===== src/include/scd_pkg.sv =====
// Shared constants and types for the subtract and compare datapath
package scd_pkg;

  // ----------------------------------------------------------------
  // Widths
  // ----------------------------------------------------------------
  localparam int unsigned WORD_W = 32;
  localparam int unsigned HALF_W = 16;
  localparam int unsigned SHORT_W = 4;
  localparam int unsigned OPC_W = 8;
  localparam int unsigned ADDR_W = 4;

  // ----------------------------------------------------------------
  // Opcodes
  // ----------------------------------------------------------------
  localparam logic [OPC_W-1:0] OPC_SUBTRACT_MEMORY_FORM = 8'h5b;
  localparam logic [OPC_W-1:0] OPC_SUBTRACT_REGISTER_FORM = 8'h0b;
  localparam logic [OPC_W-1:0] OPC_SUBTRACT_IMMEDIATE_FORM = 8'hfb;
  localparam logic [OPC_W-1:0] OPC_SUBTRACT_SHORT_IMMEDIATE_FORM = 8'h27;
  localparam logic [OPC_W-1:0] OPC_HALFWORD_SUBTRACT_MEMORY_FORM = 8'h4b;
  localparam logic [OPC_W-1:0] OPC_HALFWORD_SUBTRACT_IMMEDIATE_FORM = 8'hcb;
  localparam logic [OPC_W-1:0] OPC_COMPARE_MEMORY_FORM = 8'h59;
  localparam logic [OPC_W-1:0] OPC_COMPARE_REGISTER_FORM = 8'h09;
  localparam logic [OPC_W-1:0] OPC_COMPARE_IMMEDIATE_FORM = 8'hf9;

  // ----------------------------------------------------------------
  // Register map and fields
  // ----------------------------------------------------------------
  localparam logic [ADDR_W-1:0] REG_CTRL = 4'h0;
  localparam logic [ADDR_W-1:0] REG_STATUS = 4'h1;
  localparam logic [ADDR_W-1:0] REG_RESULT = 4'h2;
  localparam int unsigned CTRL_ENABLE_BIT = 0;
  localparam int unsigned STATUS_ILLEGAL_BIT = 4;
  localparam int unsigned CC_W = 4;
  localparam logic CTRL_ENABLE_RST = 1'b1;

  // ----------------------------------------------------------------
  // Types
  // ----------------------------------------------------------------
  // Second operand source, one-hot
  typedef enum logic [5:0] {
    SCD_SEL_MEM_FULL = 6'h01,
    SCD_SEL_REG = 6'h02,
    SCD_SEL_IMM_FULL = 6'h04,
    SCD_SEL_SHORT = 6'h08,
    SCD_SEL_MEM_HALF = 6'h10,
    SCD_SEL_IMM_HALF = 6'h20
  } scd_sel_e;

  // Condition code, carry first as in the program status word
  typedef struct packed {
    logic c;
    logic v;
    logic g;
    logic l;
  } scd_cc_s;

  typedef struct packed {
    logic valid;
    logic [OPC_W-1:0] opcode;
    logic [WORD_W-1:0] first_data;
    logic [WORD_W-1:0] second_data;
    logic [WORD_W-1:0] index_data;
    logic [WORD_W-1:0] immediate_field;
    logic [SHORT_W-1:0] short_data;
    logic [WORD_W-1:0] mem_data;
  } scd_issue_s;

  typedef struct packed {
    logic valid;
    logic write_back;
    logic [WORD_W-1:0] data;
    scd_cc_s cc;
  } scd_result_s;

  typedef struct packed {
    logic enable;
    logic illegal;
    logic res_valid;
    logic write_back;
    logic [WORD_W-1:0] data;
    scd_cc_s cc;
    logic [WORD_W-1:0] rdata;
  } scd_state_s;

endpackage


===== src/scd_datapath.sv =====
// Subtract and compare execution datapath with its register port
//
// Overview of operation
// - Fullword subtract writes difference to first register
// - Subtract sets greater or less by sign
// - Short field zero extended to fullword
// - Fullword immediate plus index register
// - Halfword operand sign extended, then subtracted
// - Halfword immediate sign extended plus index
// - Opcodes 4b and cb are halfword subtracts
// - Compare only sets condition code (here it also loads the result register with the first operand)
// - Overflow after compare is undefined
//
// Decided for this implementation: the address-and-strobe port and the register offsets.
`timescale 1ns/1ps
`default_nettype none
module scd_datapath (
  input wire logic ref_clk,
  input wire logic rst_n,
  input wire scd_pkg::scd_issue_s issue,
  output scd_pkg::scd_result_s result,
  input wire logic [scd_pkg::ADDR_W-1:0] reg_addr,
  input wire logic [scd_pkg::WORD_W-1:0] reg_wdata,
  input wire logic reg_wr,
  input wire logic reg_rd,
  output logic [scd_pkg::WORD_W-1:0] reg_rdata
);
  import scd_pkg::*;

  scd_state_s st;
  scd_state_s next_st;
  scd_sel_e dec_sel;
  logic dec_cmp;
  logic dec_legal;
  logic take;
  logic [WORD_W-1:0] op2;
  logic [WORD_W:0] diff_ext;
  logic sub_ovf;
  logic cmp_lt;
  logic cmp_gt;

  // ----------------------------------------------------------------
  // Decode
  // ----------------------------------------------------------------
  // Memory operands arrive already aligned by the issuing program
  // fullword alignment relied on
  always_comb begin
    dec_sel = SCD_SEL_REG;
    dec_cmp = 1'b0;
    dec_legal = 1'b1;
    unique case (issue.opcode)
      OPC_SUBTRACT_MEMORY_FORM: dec_sel = SCD_SEL_MEM_FULL;
      OPC_SUBTRACT_REGISTER_FORM: dec_sel = SCD_SEL_REG;
      OPC_SUBTRACT_IMMEDIATE_FORM: dec_sel = SCD_SEL_IMM_FULL;
      OPC_SUBTRACT_SHORT_IMMEDIATE_FORM: dec_sel = SCD_SEL_SHORT;
      OPC_HALFWORD_SUBTRACT_MEMORY_FORM: dec_sel = SCD_SEL_MEM_HALF;
      OPC_HALFWORD_SUBTRACT_IMMEDIATE_FORM: dec_sel = SCD_SEL_IMM_HALF;
      OPC_COMPARE_MEMORY_FORM: begin
        dec_sel = SCD_SEL_MEM_FULL;
        dec_cmp = 1'b1;
      end
      OPC_COMPARE_REGISTER_FORM: begin
        dec_sel = SCD_SEL_REG;
        dec_cmp = 1'b1;
      end
      OPC_COMPARE_IMMEDIATE_FORM: begin
        dec_sel = SCD_SEL_IMM_FULL;
        dec_cmp = 1'b1;
      end
      default: dec_legal = 1'b0;
    endcase
  end

  scd_operand u_operand (
    .sel(dec_sel),
    .issue(issue),
    .op2(op2)
  );

  // ----------------------------------------------------------------
  // Arithmetic
  // ----------------------------------------------------------------
  assign take = issue.valid & st.enable;
  assign diff_ext = {1'b0, issue.first_data} - {1'b0, op2};
  assign sub_ovf = (issue.first_data[WORD_W-1] ^ op2[WORD_W-1]) &
                   (diff_ext[WORD_W-1] ^ issue.first_data[WORD_W-1]);
  assign cmp_lt = $signed(issue.first_data) < $signed(op2);
  assign cmp_gt = $signed(issue.first_data) > $signed(op2);

  // ----------------------------------------------------------------
  // Next state
  // ----------------------------------------------------------------
  always_comb begin
    next_st = st;
    next_st.res_valid = 1'b0;
    next_st.write_back = 1'b0;
    next_st.rdata = '0;
    if (take && dec_legal) begin
      next_st.res_valid = 1'b1;
      if (dec_cmp) begin
        next_st.write_back = 1'b0;
        next_st.data = issue.first_data;
        next_st.cc.c = cmp_lt;
        next_st.cc.l = cmp_lt;
        next_st.cc.g = cmp_gt;
        next_st.cc.v = sub_ovf;
      end else begin
        next_st.write_back = 1'b1;
        next_st.data = diff_ext[WORD_W-1:0];
        next_st.cc.l = diff_ext[WORD_W-1];
        next_st.cc.g = ~diff_ext[WORD_W-1] &
                       (diff_ext[WORD_W-1:0] != '0);
        next_st.cc.v = sub_ovf;
        next_st.cc.c = diff_ext[WORD_W];
      end
    end
    if (reg_wr && reg_addr == REG_CTRL) begin
      next_st.enable = reg_wdata[CTRL_ENABLE_BIT];
    end
    if (reg_wr && reg_addr == REG_STATUS &&
        reg_wdata[STATUS_ILLEGAL_BIT]) begin
      next_st.illegal = 1'b0;
    end
    // Set after clear so a new fault is never lost
    if (take && !dec_legal) begin
      next_st.illegal = 1'b1;
    end
    if (reg_rd) begin
      unique case (reg_addr)
        REG_CTRL: next_st.rdata[CTRL_ENABLE_BIT] = st.enable;
        REG_STATUS: begin
          next_st.rdata[CC_W-1:0] = st.cc;
          next_st.rdata[STATUS_ILLEGAL_BIT] = st.illegal;
        end
        REG_RESULT: next_st.rdata = st.data;
        default: next_st.rdata = '0;
      endcase
    end
  end

  always_ff @(posedge ref_clk or negedge rst_n) begin
    if (!rst_n) begin
      st <= '0;
      st.enable <= CTRL_ENABLE_RST;
    end else begin
      st <= next_st;
    end
  end

  assign result = '{valid: st.res_valid, write_back: st.write_back,
                    data: st.data, cc: st.cc};
  assign reg_rdata = st.rdata;

  // ----------------------------------------------------------------
  // Assertions
  // ----------------------------------------------------------------
  a_sub_result_value: assert property (@(posedge ref_clk) disable iff (!rst_n)
    take && dec_legal && !dec_cmp |=>
    result.data == $past(issue.first_data) - $past(op2)
  ) else $error("subtract result wrong");

  a_sub_sign_flags: assert property (@(posedge ref_clk) disable iff (!rst_n)
    result.valid && result.write_back |->
    result.cc.l == result.data[WORD_W-1] &&
    result.cc.g == (!result.data[WORD_W-1] && result.data != '0)
  ) else $error("subtract sign flags wrong");

  a_short_zero_ext: assert property (@(posedge ref_clk) disable iff (!rst_n)
    issue.opcode == OPC_SUBTRACT_SHORT_IMMEDIATE_FORM |->
    op2[WORD_W-1:SHORT_W] == '0 && op2[SHORT_W-1:0] == issue.short_data
  ) else $error("short operand not zero extended");

  a_imm_index_sum: assert property (@(posedge ref_clk) disable iff (!rst_n)
    issue.opcode == OPC_SUBTRACT_IMMEDIATE_FORM |->
    op2 == issue.immediate_field + issue.index_data
  ) else $error("fullword immediate operand wrong");

  a_half_sub_value: assert property (@(posedge ref_clk) disable iff (!rst_n)
    take && issue.opcode == OPC_HALFWORD_SUBTRACT_MEMORY_FORM |=>
    result.data == $past(issue.first_data) -
      {{(WORD_W-HALF_W){$past(issue.mem_data[HALF_W-1])}},
       $past(issue.mem_data[HALF_W-1:0])}
  ) else $error("halfword subtract wrong");

  a_half_imm_operand: assert property (@(posedge ref_clk) disable iff (!rst_n)
    issue.opcode == OPC_HALFWORD_SUBTRACT_IMMEDIATE_FORM |->
    op2 == {{(WORD_W-HALF_W){issue.immediate_field[HALF_W-1]}},
            issue.immediate_field[HALF_W-1:0]} + issue.index_data
  ) else $error("halfword immediate operand wrong");

  a_half_decode: assert property (@(posedge ref_clk) disable iff (!rst_n)
    take && (issue.opcode == OPC_HALFWORD_SUBTRACT_MEMORY_FORM ||
             issue.opcode == OPC_HALFWORD_SUBTRACT_IMMEDIATE_FORM) |=>
    result.valid && result.write_back
  ) else $error("halfword opcode not executed");

  a_cmp_no_write: assert property (@(posedge ref_clk) disable iff (!rst_n)
    take && dec_legal && dec_cmp |=>
    result.valid && !result.write_back &&
    result.data == $past(issue.first_data)
  ) else $error("compare wrote a result");

  a_cmp_flags: assert property (@(posedge ref_clk) disable iff (!rst_n)
    take && dec_legal && dec_cmp |=>
    result.cc.c == result.cc.l && !(result.cc.g && result.cc.l) &&
    result.cc.l == ($signed($past(issue.first_data)) <
                    $signed($past(op2))) &&
    result.cc.g == ($signed($past(issue.first_data)) >
                    $signed($past(op2)))
  ) else $error("compare flags wrong");

  a_sub_ovf_borrow: assert property (@(posedge ref_clk) disable iff (!rst_n)
    take && dec_legal && !dec_cmp |=>
    result.cc.c == ($past(issue.first_data) < $past(op2)) &&
    result.cc.v == ($signed($past(issue.first_data)) -
                    $signed($past(op2)) != $signed(result.data) ||
                    ($past(issue.first_data[WORD_W-1]) !=
                     $past(op2[WORD_W-1]) &&
                     result.data[WORD_W-1] !=
                     $past(issue.first_data[WORD_W-1])))
  ) else $error("overflow or borrow wrong");

  a_reg_operand: assert property (@(posedge ref_clk) disable iff (!rst_n)
    issue.opcode == OPC_SUBTRACT_REGISTER_FORM ||
    issue.opcode == OPC_COMPARE_REGISTER_FORM |->
    op2 == issue.second_data
  ) else $error("register operand wrong");

endmodule
`default_nettype wire


===== src/scd_operand.sv =====
// Second operand formation for the subtract and compare datapath
`timescale 1ns/1ps
`default_nettype none
module scd_operand (
  input wire scd_pkg::scd_sel_e sel,
  input wire scd_pkg::scd_issue_s issue,
  output logic [scd_pkg::WORD_W-1:0] op2
);
  import scd_pkg::*;

  logic [WORD_W-1:0] mem_half_ext;
  logic [WORD_W-1:0] imm_half_ext;

  // ----------------------------------------------------------------
  // Sign extension of halfword operands
  // ----------------------------------------------------------------
  // halfword sign copy
  assign mem_half_ext = {{(WORD_W-HALF_W){issue.mem_data[HALF_W-1]}},
                         issue.mem_data[HALF_W-1:0]};
  assign imm_half_ext = {{(WORD_W-HALF_W){issue.immediate_field[HALF_W-1]}},
                         issue.immediate_field[HALF_W-1:0]};

  // ----------------------------------------------------------------
  // Source select
  // ----------------------------------------------------------------
  always_comb begin
    unique case (sel)
      SCD_SEL_MEM_FULL: op2 = issue.mem_data;
      SCD_SEL_REG: op2 = issue.second_data;
      SCD_SEL_IMM_FULL: op2 = issue.immediate_field + issue.index_data;
      SCD_SEL_SHORT: op2 = {{(WORD_W-SHORT_W){1'b0}}, issue.short_data};
      SCD_SEL_MEM_HALF: op2 = mem_half_ext;
      SCD_SEL_IMM_HALF: op2 = imm_half_ext + issue.index_data;
      default: op2 = '0;
    endcase
  end

endmodule
`default_nettype wire


===== config.mk =====
export PLATFORM = sky130hd
export DESIGN_NAME = scd_datapath
export DESIGN_NICKNAME = d
export VERILOG_FILES = /design/src/include/scd_pkg.sv /design/src/scd_datapath.sv /design/src/scd_operand.sv
export SDC_FILE = /design/constraint.sdc
export NUM_CORES = 1
export LEC_CHECK = 0
export BUFFER_PORTS_ARGS = -buffer_cell sky130_fd_sc_hd__buf_2
export CORE_MARGIN = 5
export CORE_UTILIZATION = 53
export CTS_BUF_LIST = sky130_fd_sc_hd__clkbuf_8
export DETAILED_ROUTE_END_ITERATION = 10
export GPL_TIMING_DRIVEN = 0
export PLACE_DENSITY = 0.93
export SYNTH_ARGS = -nofsm -noshare
export SYNTH_HDL_FRONTEND = slang
export SYNTH_SLANG_ARGS = --single-unit

===== constraint.sdc =====
create_clock -name ref_clk -period 1.56 [get_ports ref_clk]
set_input_delay 0.234 -clock ref_clk [delete_from_list [all_inputs] [get_ports ref_clk]]
set_output_delay 0.234 -clock ref_clk [all_outputs]
set_load 0.01 [all_outputs]

# --- After elaboration in Yosys (flattened, before gate mapping) ---
# Index checks and enable logic that the tools add are counted.
op_classes:
  add_sub_neg: 3
  n_lt_le_gt_ge: 2
  eq_ne: 17
  muxes: 12
  n_bitwise: 6
  reduce_logical: 13
ops:
  columns: ["operator", "n"]
  rows:
  - ["32-bit case mux with 6 select lines", 1]
  - ["32-bit adder", 2]
  - ["38-bit 2-to-1 mux", 1]
  - ["37-bit 2-to-1 mux", 1]
  - ["32-bit by 32-bit subtractor with 33-bit output", 1]
  - ["32-bit > comparator", 1]
  - ["32-bit < comparator", 1]
  - ["32-bit 2-to-1 mux", 1]
  - ["32-bit nonzero test", 1]
  - ["6-bit case mux with 5 select lines", 1]
  - ["27-bit 2-to-1 mux", 1]
  - ["8-bit by 7-bit equality test with 1-bit output, second input constant", 3]
  - ["8-bit equality test, second input constant", 3]
  - ["8-bit by 4-bit equality test with 1-bit output, second input constant", 2]
  - ["9-bit OR reduction", 1]
  - ["8-bit by 6-bit equality test with 1-bit output, second input constant", 1]
  - ["4-bit case mux with 2 select lines", 1]
  - ["6-bit by 1-bit equality test with 1-bit output, second input constant", 1]
  - ["6-bit by 2-bit equality test with 1-bit output, second input constant", 1]
  - ["6-bit by 3-bit equality test with 1-bit output, second input constant", 1]
  - ["6-bit by 4-bit equality test with 1-bit output, second input constant", 1]
  - ["6-bit by 5-bit equality test with 1-bit output, second input constant", 1]
  - ["6-bit equality test, second input constant", 1]
  - ["1-bit logical AND", 5]
  - ["other kinds (12)", 19]
totals:
  reg_bits: 72
  input_bits: 213
  output_inout_bits: 70
  elab_cells: 63

# --- Logic depth before layout (Yosys ltp) ---
logic_depth:
  word_depth: 10
  mapped_depth: 30
  ltp_nobuf: 27

# --- Modules after synthesis ---
# From an unflattened synthesis, not the netlist that was laid out.
hier_totals:
  hier_cells: 1001
  hier_area_um2: 7861.3
modules_own_cells:
  columns: ["module", "instances", "cells_each", "area_each_um2", "seq_area_each_um2"]
  rows:
  - ["scd_datapath", 1, 667, 5571.6, 1803.0]
  - ["scd_operand", 1, 334, 2289.7, 0.0]

# --- Worst setup path before layout ---
# No wires, ideal clock.
synth_timing:
  kind: "input-to-reg"
  from: "input port issue[168] (netlist name)"
  to: "register st (netlist bit result[1])"
  setup_ns: 0.131
  arrival_time_ns: 5.492
  required_time_ns: 1.429
  setup_slack_ns: -4.063
  cell_stages: 30
  n_path_buf: 3
  cell_sequence: "clkbuf_1 -> nor2b_1 -> nor2b_1 -> nand3_1 -> nor2_1 -> clkbuf_1 -> a21o_1 -> ha_1 -> a211oi_1 -> nand2_1 -> o21ai_0 -> a31oi_1 -> o31ai_1 -> a21oi_1 -> o21ai_0 -> nand2_1 -> xor2_1 -> a21oi_1 -> ha_1 -> clkbuf_1 -> a2111o_1 -> o21ai_0 -> a21oi_1 -> a211oi_1 -> a311o_1 -> nor2_1 -> nor4_2 -> nand4_1 -> o41ai_2 -> a31oi_1"
synth_between:
  elab_chain_cells: 9
synth_lines:
  columns: ["element", "line_no", "rtl"]
  rows:
  - ["start: declaration", "scd_datapath.sv:20", "input wire scd_pkg::scd_issue_s issue,"]
  - ["8-bit equality test or 8-bit by 7-bit equality test with 1-bit output (tied branches)", "scd_datapath.sv:51", "unique case (issue.opcode)"]
  - ["2-bit OR reduction (no source line)", null, null]
  - ["6-bit case mux with 5 select lines", "scd_datapath.sv:51", null]
  - ["6-bit equality test (tied with other cells)", "scd_operand.sv:27", "unique case (sel)"]
  - ["32-bit case mux with 6 select lines", "scd_operand.sv:27", null]
  - ["32-bit by 32-bit subtractor with 33-bit output", "scd_datapath.sv:84", "assign diff_ext = {1'b0, issue.first_data} - {1'b0, op2};"]
  - ["32-bit nonzero test or 1-bit NOT (tied branches)", "scd_datapath.sv:112, scd_datapath.sv:111", null]
  - ["1-bit AND", "scd_datapath.sv:111", "next_st.cc.g = ~diff_ext[WORD_W-1] &"]
  - ["37-bit 2-to-1 mux", "scd_datapath.sv:100", "if (dec_cmp) begin"]
  - ["end signal: assignment", "scd_datapath.sv:146", "st <= next_st;"]
  - ["end: declaration", "scd_datapath.sv:30", "scd_state_s st;"]
# Parallel ways exist; a longest one is shown, timed or not.
# A chain may end at the register's enable or synchronous reset.

# --- Worst setup path in the final report ---
layout_timing:
  from: "input port issue[166] (netlist name)"
  to: "register st (netlist bit result[1])"
# The elaborated chain is that of the path after synthesis.

==> metrics.md <==
| Metric | Value |
|---|---|
| Run status | finished, violations left |
| Violated checks | hold timing, setup timing |
| Post-Route WL | 30640 um |
| Hold slack | -4.264 ps |
| Main combinational cell family by area after synthesis | compound AO/OA/AOI/OAI gates |
| Post-Syn Area | 8009 um^2 |
| Min Tclk post-route | 4972 ps |
| Peak VDD IR | 0.0004420 V |
| Startpoint types | input pin |
| Boundary Pins | 283 |
| Area Overhead vs Synth | 42.93% |
| Clock-pin slew on the worst setup and hold paths | 70 ps |
| Post-synthesis compound-gate area fraction | 0.3001 |
| Yosys top cell by area | dfrtp_1 |
| First DRT Iteration DRCs | 956 |
| Clock Sinks | 72 |
| Placed Area | 10010 um^2 |
| Final instance area | 11450 um^2 |
| Hold Path Class | in2async |
| Drc violations | 0 |
| Setup Viol. Count Final | 38 |
| RSZ-0062 raised after global routing | true |
| Yosys reg bits | 72 |
| DPL Wire Length | 22700 um |
| Worst setup slack after layout | -3412 ps |
| Final ANT Viol Nets | 0 |
| Post-synth EDFFs | 0 |
| CP Class | in2reg |
| Post-synthesis mux area share | 0.02265 |
| Highest Clock Rate | 201.1 MHz |
| Clock Skews | 8.108 ps |
| Area share of xor/xnor cells in the synthesized design | 0.04812 |
| Row count | 45 |
| Top-area cell type share of the netlist area | 0.2218 |
| Slew Viols, Final | 0 |
| Lkg Pwr | 5.598 nW |
| Vias/cell | 6.250 |
| Clock tree root buffer cell | clkbuf_8 |
| Slew @ Worst Pin | 908.8 ps |
| Hold Buf Count CTS | 0 |
| Crit path max-delay cell type | a2111o_1 |
| Final Core Density | 0.7615 |
| Die height | 132.9 um |
| Core footprint | 15030 um^2 |
| Initial Util | 0.5328 |
| First-pass GRT wire length | 45860 um |
| Max-cap violations | 0 |
| Port Buffers | 249 |
| Full die area | 17670 um^2 |
| Pin count of the biggest net entering global routing | 73 |
| Seq/Total Area, Yosys | 0.2251 |
| Pre-Repair DR Iteration Count | 8 |
| Yosys warns | 0 |
| Share of cells above drive strength 1 | 0.4691 |
| Maximum level of the CTS H-tree | 3 |
| CP endpoint kind | register |
| Synth Area in Adders | 0.1065 |
| Grt ovf | 0 |
| Async S/R FF share, synth | 1.000 |
| Clk Latency, worst-skew pair | 350 ps |
| TritonCTS Buffers | 9 |
| Initial antenna violation count | 1 |
| Syn_nets | 1281 |
| Max FO, Critical Path | 7 |
| Final #Nets | 1601 |
| Synth Flop Type | dfrtp_1 |
| CTS tree | yes |
| CP arrival | 5200 ps |
| Max incr delay on CP | 380 ps |
| Setup_tns | -87630 ps |
| Number of global-route vias before repair | 9234 |
| Wire per inst | 20.22 um |
| Chip Width | 132.9 um |
| CP Data Required Time | 1790 ps |
| Max_slew headroom | 0.3941 |
| Simple-gate share of the synthesized area | 0.1926 |
| Gr usage total | 0.3175 |
| Ranking of synthesized cells by area | dfrtp_1, ha_1, buf_4 |
| Synthesized area per cell | 8.001 um^2 |
| PwrDens | 678.6 nW/um^2 |
| Fin. Hold Viols | 5 |
| Netlist cell types | 83 |
| Post-Synthesis Cells | 1001 |
| Clock Tree Buf Depth | 2 |
| Period Utilization, post-route | 3.187 |
| Via count | 9468 |
| RD Place Congestion | 0.9443 |
[cell families after synthesis]
logic type                 after synthesis
AOI/OAI and AO/OA                      349
xor gates and xnor gates                44
muxes                                   18
and+or+nand+nor                        300
adders and majority gates               67
buffers and inverters                  151
DFF                                     72
[Yosys cell counts, types with 4 or more instances]
library cell	instances
nor2b_1	10
mux2i_1	17
nor3_1	27
xor2_1	19
clkbuf_1	40
o31ai_1	6
a221oi_1	4
o211ai_1	5
a2111oi_0	4
nand4_1	17
inv_1	31
buf_2	8
o21a_1	13
o2111ai_1	6
a222oi_1	14
a22o_1	5
nor2_1	56
a221o_1	16
a21boi_0	8
and2_1	33
and4_1	5
nor4_1	5
dfrtp_1	71
or4_1	5
buf_4	70
xnor2_1	25
o21bai_1	7
nand2_1	83
ha_1	65
and3_1	12
a31oi_1	5
a211oi_1	14
o21ai_0	63
or3_1	4
a21o_1	44
nand3_1	23
a21oi_1	98
[path summary, 6_finish.rpt]
path	start	end	slack (ps)	depth (start not counted)
max reg2reg	st[71]	result[13]	140	4
max	issue[166]	result[1]	-3410	29
min in group ref_clk	reg_wdata[0]	st[71]	130	2
max in group asynchronous	rst_n	reg_rdata[17]	990	1
min	rst_n	reg_rdata[28]	-4	1
min reg2reg	result[26]	reg_rdata[22]	510	1
[cell usage in the layout (no fill, tap or decap), types with 21 or more instances in the layout]
cell / instances
and2_1: 30
inv_1: 34
nand2_1: 77
buf_2: 248
nor2_1: 46
o21ai_1: 31
a21oi_2: 36
dfrtp_1: 71
xnor2_1: 21
buf_4: 126
a21o_1: 41
ha_1: 46
a21oi_1: 55
[state kept, by name (all words and copies together) (netlist names)]
name	cells
reg_rdata	32
st	2
result	38
[critical path: cells and delay by family]
kind,cells,cell delay (ps)
compound gates,12,2000
xor+xnor,1,180
fa+ha+maj,2,660
buf+inv,3,390
simple gates,11,1710
[per-stage QoR]
stage          hold slack, ps  std cells  worst slack (ps)  power, mW
2_1_floorplan          -61.59       1001             -3270      4.600
5_1_grt                 64.53       1515             -3627      8.179
3_3_place_gp            480.6       1438             -4441      5.566
6_report               -4.264       1515             -3412      7.768
3_5_place_dp            402.2       1438             -4478      5.652
4_1_cts                 29.93       1501             -3257      7.390
[where the power goes]
group	total (mW)	switching (mW)	internal (mW)
clock	1.28	0.640	0.639
sequential	2.19	0.151	2.04
combinational	4.30	2.30	2.00
total	7.77	3.09	4.68
[cell type report]
cell class,instances,area (um^2)
timing repair buffer,315,1817
tap,188,235.2
buffer,114,824.5
inverter,31,116.4
clock buffer,11,151.4
sequential,72,1803
antenna,1,2.502
multi-input combinational,778,6477
clock inverter,5,20.02
fill,1009,3586
[routing by layer]
layer | track usage | vias up | part of all wire
met2 | 0.5330 | 648 | 0.48
met5 | 0 | - | 0
met3 | 0.05665 | 116 | 0.094
li1 | - | 4294 | -
met4 | 0.1599 | 0 | 0.048
met1 | 0.3909 | 4410 | 0.38
[timing repair]
action,4_1_cts,5_1_grt
setup buffers,51,16
resized for setup,129,59
gates cloned,0,0
endpoints found under the setup margin,39,39
pin swaps,88,37
No activity file was read; power rests on OpenSTA's default activity.
